==> config.mk <==
export PLATFORM = sky130hd
export DESIGN_NAME = csc_ctrl
export DESIGN_NICKNAME = d
export VERILOG_FILES = /design/src/logic/csc_pkg.sv /design/src/logic/csc_ctrl.sv /design/src/logic/csc_irq.sv /design/src/logic/csc_trig.sv
export SDC_FILE = /design/constraint.sdc
export NUM_CORES = 1
export LEC_CHECK = 0
export BUFFER_PORTS_ARGS = -buffer_cell sky130_fd_sc_hd__buf_2
export CORE_AREA = 2 2 70 72
export DETAILED_ROUTE_END_ITERATION = 10
export DIE_AREA = 0 0 72 74
export SYNTH_ARGS = -nofsm -noshare
export SYNTH_HDL_FRONTEND = slang
export SYNTH_SLANG_ARGS = --single-unit
==> constraint.sdc <==
create_clock -name pclk -period 2.4 [get_ports pclk]
set_input_delay 0.24 -clock pclk [delete_from_list [all_inputs] [get_ports pclk]]
set_output_delay 0.24 -clock pclk [all_outputs]
set_load 0.03 [all_outputs]
==> src/logic/csc_pkg.sv <==
// Package: register map, field layout, reset values and carrier types
package csc_pkg;
	// Register indices; the byte address is four times the index
	localparam logic [7:0] IDX_ONE_SHOT = 8'h01;
	localparam logic [7:0] IDX_RANGE = 8'h02;
	localparam logic [7:0] IDX_PWR_DOWN = 8'h03;
	localparam logic [7:0] IDX_IRQ_STATUS = 8'h04;
	localparam logic [7:0] IDX_IRQ_CLEAR = 8'h05;
	localparam logic [7:0] IDX_IRQ_ENABLE = 8'h06;
	localparam int unsigned BYTE_PER_WORD = 4;

	// One-shot register fields
	localparam int unsigned TRIG_BIT = 0;
	localparam int unsigned MODE_BIT = 1;
	localparam logic [7:0] ONE_SHOT_RESET = 8'h00;

	// Range register fields and reset value
	localparam int unsigned RANGE_ONE_LSB = 0;
	localparam int unsigned RANGE_TWO_LSB = 4;
	localparam int unsigned RANGE_W = 2;
	localparam logic [7:0] RANGE_RESET = 8'h22;
	localparam logic [7:0] RANGE_MASK = 8'h33;

	// Power-down and interrupt registers
	localparam logic [1:0] PWR_DOWN_RESET = 2'h0;
	localparam logic [1:0] IRQ_RESET = 2'h0;
	localparam int unsigned NCHAN = 2;

	// Range codes
	typedef enum logic [1:0] {
		CSC_RANGE_5PF = 2'h0,
		CSC_RANGE_10PF = 2'h1,
		CSC_RANGE_20PF = 2'h2,
		CSC_RANGE_20PF_ALT = 2'h3
	} csc_range_code_t;

	// Range selection for both channels
	typedef struct packed {
		logic [1:0] chan_two_range_field;
		logic [1:0] chan_one_range_field;
	} csc_range_t;

	// Conversion request towards the front end
	typedef struct packed {
		logic start;
		logic [1:0] chan_en;
	} csc_conv_req_t;
endpackage

==> src/logic/csc_ctrl.sv <==
// Single-conversion control and input range block behind an APB slave
`timescale 1ns/100ps
`default_nettype none
module csc_ctrl #(
	parameter int unsigned ADDR_W = 8
) (
	// Clock, reset, enable
	input wire logic pclk,
	input wire logic presetn,
	input wire logic clk_en,
	// APB slave
	input wire logic psel,
	input wire logic penable,
	input wire logic pwrite,
	input wire logic [ADDR_W-1:0] paddr,
	input wire logic [31:0] pwdata,
	output logic [31:0] prdata,
	output logic pready,
	output logic pslverr,
	// Front end handshake
	input wire logic conv_done,
	input wire logic [1:0] result_valid,
	output csc_pkg::csc_conv_req_t conv_req,
	// Range selection to the front end
	output csc_pkg::csc_range_t range_sel,
	// Interrupt
	output logic irq
);
	// Byte addresses need at least the highest index times four
	if (ADDR_W < 5 || ADDR_W > 32) begin : g_chk
		$error("csc_ctrl: ADDR_W out of range");
	end

	// Byte address of a register index
	function automatic logic [ADDR_W-1:0] reg_addr(input logic [7:0] idx);
		logic [31:0] full;
		full = 32'(idx) * csc_pkg::BYTE_PER_WORD;
		reg_addr = full[ADDR_W-1:0];
	endfunction

	// Whether an address hits a given register
	function automatic logic hit(input logic [ADDR_W-1:0] a, input logic [7:0] idx);
		hit = (a == reg_addr(idx));
	endfunction

	// Bus capture state
	logic cap_r, cap_nxt; // Request sampled, answer pending
	logic [31:0] rdata_r, rdata_nxt; // Read data from flops
	logic err_r, err_nxt; // Unmapped address seen
	logic done; // Access completes this edge
	logic wr_go; // Write takes effect this edge

	// Software-visible registers
	logic mode_r, mode_nxt; // Single-conversion mode enable
	logic [7:0] range_r, range_nxt; // Range register, reserved bits held zero
	logic [1:0] pwr_down_r, pwr_down_nxt; // Channel power-down controls

	// Decoded write strobes
	logic wr_one_shot; // One-shot register written
	logic wr_range; // Range register written
	logic wr_pwr; // Power-down written
	logic wr_clear; // Interrupt clear written
	logic wr_enable; // Interrupt enable written
	logic trig_wr; // Trigger bit written as one

	// Status from the sub-blocks
	logic busy; // Trigger bit as read back
	logic [1:0] irq_status; // Sticky data-ready flags
	logic [1:0] irq_enable; // Interrupt mask
	logic mapped; // Address decodes to a register
	logic [7:0] rd_byte; // Selected read value

	// Answer in the access phase once the request is captured
	assign done = psel && penable && cap_r && clk_en;
	assign wr_go = done && pwrite && !err_r;
	// Held low while frozen, so a master never completes an access the registers missed
	assign pready = psel && penable && cap_r && clk_en;
	assign pslverr = pready && err_r;
	assign prdata = rdata_r;

	// Address decode
	always_comb begin
		mapped = 1'b0;
		if (paddr[1:0] == 2'h0) begin
			mapped = hit(paddr, csc_pkg::IDX_ONE_SHOT) || hit(paddr, csc_pkg::IDX_RANGE)
				|| hit(paddr, csc_pkg::IDX_PWR_DOWN) || hit(paddr, csc_pkg::IDX_IRQ_STATUS)
				|| hit(paddr, csc_pkg::IDX_IRQ_CLEAR) || hit(paddr, csc_pkg::IDX_IRQ_ENABLE);
		end
	end

	// Read multiplexer; write-only clear reads zero
	always_comb begin
		rd_byte = 8'h00;
		if (hit(paddr, csc_pkg::IDX_ONE_SHOT)) begin
			// Reserved bits stay zero
			rd_byte[csc_pkg::TRIG_BIT] = busy;
			rd_byte[csc_pkg::MODE_BIT] = mode_r;
		end else if (hit(paddr, csc_pkg::IDX_RANGE)) begin
			rd_byte = range_r;
		end else if (hit(paddr, csc_pkg::IDX_PWR_DOWN)) begin
			rd_byte[1:0] = pwr_down_r;
		end else if (hit(paddr, csc_pkg::IDX_IRQ_STATUS)) begin
			rd_byte[1:0] = irq_status;
		end else if (hit(paddr, csc_pkg::IDX_IRQ_ENABLE)) begin
			rd_byte[1:0] = irq_enable;
		end else begin
			// Unmapped or write-only
			rd_byte = 8'h00;
		end
	end

	// Bus capture: sample once per transfer, release on completion
	always_comb begin
		cap_nxt = cap_r;
		rdata_nxt = rdata_r;
		err_nxt = err_r;
		if (done) begin
			// Transfer over, ready for the next setup
			cap_nxt = 1'b0;
		end else if (psel && !cap_r) begin
			// Setup seen; freeze the answer
			cap_nxt = 1'b1;
			err_nxt = !mapped;
			rdata_nxt = pwrite ? 32'h0000_0000 : {24'h00_0000, rd_byte};
		end
	end

	// Bus capture registers
	always_ff @(posedge pclk or negedge presetn) begin
		if (!presetn) begin
			cap_r <= 1'b0;
			rdata_r <= 32'h0000_0000;
			err_r <= 1'b0;
		end else if (clk_en) begin
			cap_r <= cap_nxt;
			rdata_r <= rdata_nxt;
			err_r <= err_nxt;
		end
	end

	// Write strobes, valid only at the completing edge
	assign wr_one_shot = wr_go && hit(paddr, csc_pkg::IDX_ONE_SHOT);
	assign wr_range = wr_go && hit(paddr, csc_pkg::IDX_RANGE);
	assign wr_pwr = wr_go && hit(paddr, csc_pkg::IDX_PWR_DOWN);
	assign wr_clear = wr_go && hit(paddr, csc_pkg::IDX_IRQ_CLEAR);
	assign wr_enable = wr_go && hit(paddr, csc_pkg::IDX_IRQ_ENABLE);
	// The sequencer decides whether a trigger counts
	assign trig_wr = wr_one_shot && pwdata[csc_pkg::TRIG_BIT];

	// Control register next values
	always_comb begin
		mode_nxt = mode_r;
		range_nxt = range_r;
		pwr_down_nxt = pwr_down_r;
		if (wr_one_shot) begin
			// Mode bit is plain read-write
			mode_nxt = pwdata[csc_pkg::MODE_BIT];
		end
		if (wr_range) begin
			// Reserved bits masked so they read zero
			range_nxt = pwdata[7:0] & csc_pkg::RANGE_MASK;
		end
		if (wr_pwr) begin
			pwr_down_nxt = pwdata[1:0];
		end
	end

	// Control registers, reset on every reset source
	always_ff @(posedge pclk or negedge presetn) begin
		if (!presetn) begin
			mode_r <= csc_pkg::ONE_SHOT_RESET[csc_pkg::MODE_BIT];
			range_r <= csc_pkg::RANGE_RESET;
			pwr_down_r <= csc_pkg::PWR_DOWN_RESET;
		end else if (clk_en) begin
			mode_r <= mode_nxt;
			range_r <= range_nxt;
			pwr_down_r <= pwr_down_nxt;
		end
	end

	// Range fields straight from the flops
	assign range_sel.chan_one_range_field =
		range_r[csc_pkg::RANGE_ONE_LSB +: csc_pkg::RANGE_W];
	assign range_sel.chan_two_range_field =
		range_r[csc_pkg::RANGE_TWO_LSB +: csc_pkg::RANGE_W];

	// Trigger sequencer; ignores writes while busy
	csc_trig u_trig (
		.pclk(pclk),
		.presetn(presetn),
		.clk_en(clk_en),
		.trig_wr(trig_wr),
		.mode_en(mode_r),
		.pwr_down(pwr_down_r),
		.conv_done(conv_done),
		.conv_req(conv_req),
		.busy(busy)
	);

	// Data-ready flags and interrupt; clear is write-one
	csc_irq #(
		.NCH(csc_pkg::NCHAN)
	) u_irq (
		.pclk(pclk),
		.presetn(presetn),
		.clk_en(clk_en),
		.event_set(result_valid),
		.clear_bits(pwdata[1:0]),
		.clear_wr(wr_clear),
		.enable_bits(pwdata[1:0]),
		.enable_wr(wr_enable),
		.status(irq_status),
		.enable(irq_enable),
		.irq(irq)
	);
endmodule
`default_nettype wire

==> src/logic/csc_irq.sv <==
// Sticky data-ready status with clear, enable and interrupt output
`timescale 1ns/100ps
`default_nettype none
module csc_irq #(
	parameter int unsigned NCH = 2
) (
	// Clock and reset
	input wire logic pclk,
	input wire logic presetn,
	input wire logic clk_en,
	// Events and software controls
	input wire logic [NCH-1:0] event_set,
	input wire logic [NCH-1:0] clear_bits,
	input wire logic clear_wr,
	input wire logic [NCH-1:0] enable_bits,
	input wire logic enable_wr,
	// Results
	output logic [NCH-1:0] status,
	output logic [NCH-1:0] enable,
	output logic irq
);
	// Refuse widths the map cannot hold
	if (NCH < 1 || NCH > 8) begin : g_chk
		$error("csc_irq: NCH out of range");
	end

	logic [NCH-1:0] status_r, status_nxt; // Sticky flags
	logic [NCH-1:0] enable_r, enable_nxt; // Mask

	// Set wins over a clear landing in the same cycle
	always_comb begin
		status_nxt = status_r;
		enable_nxt = enable_r;
		if (clear_wr) begin
			status_nxt = status_nxt & ~clear_bits;
		end
		status_nxt = status_nxt | event_set;
		if (enable_wr) begin
			enable_nxt = enable_bits;
		end
	end

	// Registers, frozen while the clock enable is low
	always_ff @(posedge pclk or negedge presetn) begin
		if (!presetn) begin
			status_r <= NCH'(csc_pkg::IRQ_RESET);
			enable_r <= NCH'(csc_pkg::IRQ_RESET);
		end else if (clk_en) begin
			status_r <= status_nxt;
			enable_r <= enable_nxt;
		end
	end

	assign status = status_r;
	assign enable = enable_r;
	// Level interrupt while any enabled flag stands
	assign irq = |(status_r & enable_r);
endmodule
`default_nettype wire

==> src/logic/csc_trig.sv <==
// One-shot trigger sequencer: start, busy and self-clear
`timescale 1ns/100ps
`default_nettype none
module csc_trig (
	// Clock and reset
	input wire logic pclk,
	input wire logic presetn,
	input wire logic clk_en,
	// Software side
	input wire logic trig_wr,
	input wire logic mode_en,
	input wire logic [1:0] pwr_down,
	// Front end side
	input wire logic conv_done,
	output csc_pkg::csc_conv_req_t conv_req,
	output logic busy
);
	typedef enum logic {CSC_IDLE, CSC_BUSY} csc_trig_state_t;

	csc_trig_state_t state_r, state_nxt; // Sequencer state
	csc_pkg::csc_conv_req_t req_r, req_nxt; // Registered request

	// Next state; a write while busy is simply not looked at
	always_comb begin
		state_nxt = state_r;
		req_nxt = req_r;
		req_nxt.start = 1'b0;
		case (state_r)
			CSC_IDLE: begin
				// Needs mode on and at least one powered channel
				if (trig_wr && mode_en && (pwr_down != 2'h3)) begin
					state_nxt = CSC_BUSY;
					req_nxt.start = 1'b1;
					req_nxt.chan_en = ~pwr_down;
				end
			end
			CSC_BUSY: begin
				// Only the end of conversion releases the bit
				if (conv_done) begin
					state_nxt = CSC_IDLE;
					req_nxt.chan_en = 2'h0;
				end
			end
			default: begin
				state_nxt = CSC_IDLE;
			end
		endcase
	end

	// State registers, cleared on reset
	always_ff @(posedge pclk or negedge presetn) begin
		if (!presetn) begin
			state_r <= CSC_IDLE;
			req_r <= '0;
		end else if (clk_en) begin
			state_r <= state_nxt;
			req_r <= req_nxt;
		end
	end

	assign conv_req = req_r;
	assign busy = (state_r == CSC_BUSY);
endmodule
`default_nettype wire

* Word level (Yosys, flattened, before mapping) *
Index checks and enable logic that the tools add are counted.

operators by class
  equal/unequal tests = 9
  multiplexer cells = 18
  bitwise logic cells = 7
  reductions and logical operators = 33

operators with widths
  kind                                            count
  == test 8 x 5 -> 1 bit (second input constant)  3
  == test 8 x 4 -> 1 bit (second input constant)  2
  logical AND 1 bit                               15
  2-to-1 mux 2 bit                                6
  2-to-1 mux 6 bit                                2
  AND reduction 2 bit                             5
  == test 8 x 3 -> 1 bit (second input constant)  1
  2-to-1 mux 8 bit                                1
  2-to-1 mux 1 bit                                6
  AND reduction 3 bit                             2
  logical OR 1 bit                                5
  AND 2 bit                                       2
  != test 2 bit (second input constant)           2
  NOT 2 bit                                       2
  one-hot mux 2 bit (2 select lines)              1
  logical NOT 1 bit                               3
  2-to-1 mux 3 bit                                1
  logical NOT 2 bit                               1
  != test 2 x 1 -> 1 bit (second input constant)  1
  NOT 1 bit                                       2
  OR 2 bit                                        1
  one-hot mux 1 bit (2 select lines)              1
  nonzero test 2 bit                              1
  OR reduction 2 bit                              1

word-level totals
  flip-flop bits (word level) = 49
  input port bits = 49
  output and inout port bits = 42
  word-level logic and storage cells = 78

* Depth between registers and ports, before layout *
  depth in word-level cells = 11
  mapped depth = 5
  mapped depth without buffers = 4

* Cells and area by module *
From an unflattened synthesis, not the netlist that was laid out.

second synthesis, totals
  cell total of the unflattened synthesis = 132
  area total of the unflattened synthesis = 1326.3 um^2

by module, submodules not included
  module    times used  cells an instance  area each (um^2)  sequential area each (um^2)
  csc_ctrl  1           103                965.9             327.8
  csc_trig  1           17                 185.2             100.1
  csc_irq   1           12                 175.2             100.1

* Worst setup path before layout *
OpenSTA, ideal clock, no wires.

  kind = register -> register
  from = reg cap_r
  to = reg range_r[0]
  library setup time = 0.127 ns
  arrival = 1.362 ns
  data required time = 2.273 ns
  path slack = 0.910 ns
  cell stages (with the launch flop) = 6
  path buffers = 1
  clock period less this slack = 1.490 ns
  path through = dfrtp_1 -> nand4_2 -> nor3b_4 -> and3_1 -> buf_4 -> mux2_1

between the ends
  cells in the longest elaborated chain, start to end = 6

RTL lines
  what                            line             text
  from (decl)                     csc_ctrl.sv:47   logic cap_r, cap_nxt;
  from (signal assigned)          csc_ctrl.sv:135  cap_r <= cap_nxt;
  logical AND 1 bit (2 in a row)  csc_ctrl.sv:74   assign done = psel && penable && cap_r && clk_en;
  logical AND 1 bit (2 in a row)  csc_ctrl.sv:75   assign wr_go = done && pwrite && !err_r;
  logical AND 1 bit               csc_ctrl.sv:143  assign wr_range = wr_go && hit(paddr, csc_pkg::IDX_RANGE);
  AND reduction 2 bit (no line)   n/a
  to (signal assigned)            csc_ctrl.sv:172  range_r <= csc_pkg::RANGE_RESET;
  to (signal assigned)            csc_ctrl.sv:176  range_r <= range_nxt;
  to (decl)                       csc_ctrl.sv:55   logic [7:0] range_r, range_nxt;

Every way passes these cells.
A chain may end at the register's enable or synchronous reset.

* Worst setup path in the final report *
Same ends and word-level chain as after synthesis.

==> key figures <==
Status
  • Status: finished, final reports clean

Die
  • Die area: 5328 µm²
  • Rows: 25
  • Initial core utilization: 28.82%
  • Die height: 74 µm
  • IO Pins: 91
  • Die X: 72 µm
  • Core Area: 4598 µm²

Hold path
  • Min-Delay Path Class: in -> reg

STA
  • Final Hold Viols: 0
  • Slew HR: 65.31%
  • Tightest Pin Transition: 0.5189 ns
  • Slew Viols, Final: 0
  • Final min period: 1.655 ns
  • RSZ-0062 raised after global routing: no
  • Crit share post-route: 68.94%
  • Final clock skew: 0.002810 ns
  • Setup TNS: 0 ns
  • Final setup viols: 0
  • Fmax: 0.6044 GHz

Route
  • DRC Markers: 0
  • Routed via count: 964
  • Routed len/inst: 12.25 µm
  • Drt first pass iters: 4
  • DRT iter0 DRCs: 37
  • Final wirelength: 2658 µm
  • Antenna Violating Nets Remaining: 0
  • Vias/cell: 4.442

Power
  • Logic gate share of total power: 20.4%
  • Sw power: 0.2517 mW
  • Reg power frac: 50.1%
  • Peak VDD IR: 0.1495 mV
  • Internal power: 0.5295 mW
  • Lkg Pwr: 0.7794 nW
  • Clock share of power: 29.5%
  • Cell Pwr Density: 523.4 nW/µm²
  • Sw Share: 32.22%

Synthesis
  • Sequential element share of the synthesized area: 39.85%
  • Post-synthesis cell area: 1325 µm²
  • Count of cell types in the netlist: 35
  • Yosys warns: 0
  • Adder-cell share of the synthesized area: 0%
  • Synth area leaders: dfrtp_1 36%, buf_4 16%, mux2_2 4.2%, dfstp_2 4.0%, nand2_1 3.7%
  • Mux cell area share after synthesis: 10.67%
  • Post-synthesis average cell area: 10.35 µm²
  • Area fraction of the dominant cell type after synthesis: 35.88%
  • Largest family of logic cells by synthesized area: simple AND/OR/NAND/NOR gates
  • Post-synthesis register bit count: 21
  • Post-synthesis compound-gate area fraction: 9.065%
  • Cell taking the most area after synthesis: dfrtp_1
  • Post-synthesis simple-gate area fraction: 21.62%
  • Mapped Cells: 128
  • Post-Synth XOR/XNOR Area: 0%

Setup path
  • Crit path DAT: 1.80 ns
  • Crit-path cells: nand4_2 -> nor3b_4 -> and3_1 -> mux2_1
  • Setup crit start kind: flop
  • Slowest-stage cell, CP: dfrtp_1
  • Max FO, Critical Path: 7
  • Worst Path Required: 2.54 ns
  • Worst Setup End Kind: flop
  • CP max stage delay: 0.38 ns
  • Crit Path Category: reg -> reg

Placement
  • Port bufs: 34
  • Placer Congestion: 0.7761
  • Cell count after placement: 212
  • DP HPWL: 2094 µm

CTS
  • Resize count post-CTS: 0
  • CTS root buf: clkbuf_8
  • CTS tree: done
  • Num Clock Sinks: 21
  • Post-CTS Setup Repair Bufs: 0
  • Clock transition at path regs: 0.07 ns
  • Clock Latency Late Sink: 0.25 ns
  • # H-tree levels: 1
  • Clk buf depth: 2
  • Total CTS buffers: 3

Layout
  • Util after Layout: 32.46%
  • Share of layout cells above drive strength 1: 30.67%
  • Post-Layout Cell Count: 217
  • Multi-input combinational cell area: 653.1 µm²
  • Final net count: 213
  • Fillers: 485
  • Area grow syn2layout: 12.65%
  • FF/Latch Area: 528.0 µm²
  • N_diodes: 0

Global route
  • First-pass GRT wire length: 4450 µm
  • Total track usage: 10.71%
  • Gr busiest metal: met2
  • Largest net degree at the start of global routing: 22
  • Met1 global-route usage: 14.23%
  • Met2 Track Usage GR: 17.28%
  • M3 GR Usage: 2.846%
  • Vias in the first global route: 926
  • Total gr overflow: 0
  • Initial antenna violation count: 0

Run
  • MaxCap Viol Count: 0
[flip-flops by register name (all words and copies together), names as in the netlist]
signal	count
prdata	4
range_r	4
u_trig.conv_req	3
pwr_down_r	2
u_irq.enable	2
u_irq.status	2
cap_r	1
err_r	1
mode_r	1
u_trig.busy	1
[metrics by stage]
| stage | hold WS (ns) | power [mW] | area (µm²) | worst slack [ns] |
|---|---|---|---|---|
| floorplan | -0.05559 | 0.5425 | 1426 | 0.9105 |
| global placement | 0.2284 | 0.5555 | 1438 | 0.6423 |
| detailed placement | 0.2341 | 0.5570 | 1438 | 0.6340 |
| CTS | 0.1964 | 0.7870 | 1493 | 0.7063 |
| global route | 0.2006 | 0.8267 | 1493 | 0.6019 |
| finish | 0.1973 | 0.7812 | 1493 | 0.7454 |
[synth_stat cells]
library cell and n:
buf_4 29, dfrtp_1 19, nand2_1 13, inv_1 5
mux2_2 5, nor2_1 5, mux2_1 4, mux2i_1 4
nand4_1 4, a22o_1 3, nand3_1 3, nand3b_1 3
o31ai_1 3, dfstp_2 2, nand2b_1 2, nor3b_1 2
nor4b_2 2, o211ai_1 2, o21ai_0 2, a21boi_0 1
a21oi_1 1, a32o_1 1, and2_1 1, and3_1 1
and4b_1 1, buf_2 1, clkbuf_1 1, conb_1 1
nand4_2 1, nor3b_4 1, nor4_4 1, nor4b_4 1
o22a_1 1, o22ai_1 1, o41ai_1 1
[layout by cell type (no fill, tap or decap), types with 2 or more instances in the layout]
cell type	n
a22o_1	3
buf_2	34
clkbuf_8	3
conb_1	28
dfrtp_1	19
dfstp_2	2
inv_1	5
mux2_1	4
mux2_2	5
mux2i_1	4
nand2_1	13
nand2b_1	2
nand3_1	3
nand3b_1	3
nand4_1	4
nor2_1	5
nor3b_1	2
nor4b_2	2
o211ai_1	2
o21ai_0	2
o31ai_1	3
[worst max-delay path: cells and delay by family, from the launching register on]
| kind | cells | cell delay, ns |
|---|---|---|
| muxes | 1 | 0.34 |
| DFF | 1 | 0.38 |
| and+or+nand+nor | 3 | 0.82 |
[routing by layer]
metal  vias up  wire, µm  part of all wire (%)
met5         -         0                     0
met2        41      1217                    46
met1       453      1209                    45
met3         2       212                   8.0
met4         0        19                  0.71
li1        468         -                     -
[layout make-up]
type | count | share of cell area [%]
inverter | 5 | 1.257
tap | 54 | 4.526
clock buffer | 4 | 3.018
multi-input combinational | 98 | 43.76
sequential | 21 | 35.37
timing repair buffer | 35 | 12.07
[repair_timing]
action,in CTS,in global routing
hold buffers,1,0
hold endpoints to repair,19,0
endpoints found under the setup margin,0,0
[path summary, 6_finish.rpt]
| check | from | end | slack [ns] | cells after the start |
|---|---|---|---|---|
| worst min register to register | prdata[5] | prdata[5] | 0.48 | 2 |
| worst max register to register | cap_r | range_r[0] | 0.75 | 4 |
| min in group asynchronous | presetn | range_r[4] | 0.47 | 2 |
| max in group asynchronous | presetn | range_r[1] | 1.58 | 2 |
| worst max-delay path | cap_r | range_r[0] | 0.75 | 4 |
| worst min-delay path | pwdata[5] | range_r[5] | 0.20 | 2 |
[power groups by stage]
| stage | sequential, mW | clock, mW | combinational (mW) |
|---|---|---|---|
| finish | 0.391 | 0.231 | 0.159 |
| global route | 0.396 | 0.256 | 0.175 |
| CTS | 0.392 | 0.235 | 0.160 |
| detailed placement | 0.399 | 0 | 0.158 |
| global placement | 0.398 | 0 | 0.158 |
| floorplan | 0.396 | 0 | 0.146 |
[kinds of logic (layout without fill, tap and decap cells)]
kind of cell | count (synthesis) | in the layout
compound gates | 16 | 16
buf+inv | 36 | 44
flops | 21 | 21
mux | 13 | 13
other cells | 1 | 28
simple gates | 41 | 41
(Power assumes the default switching activity.)
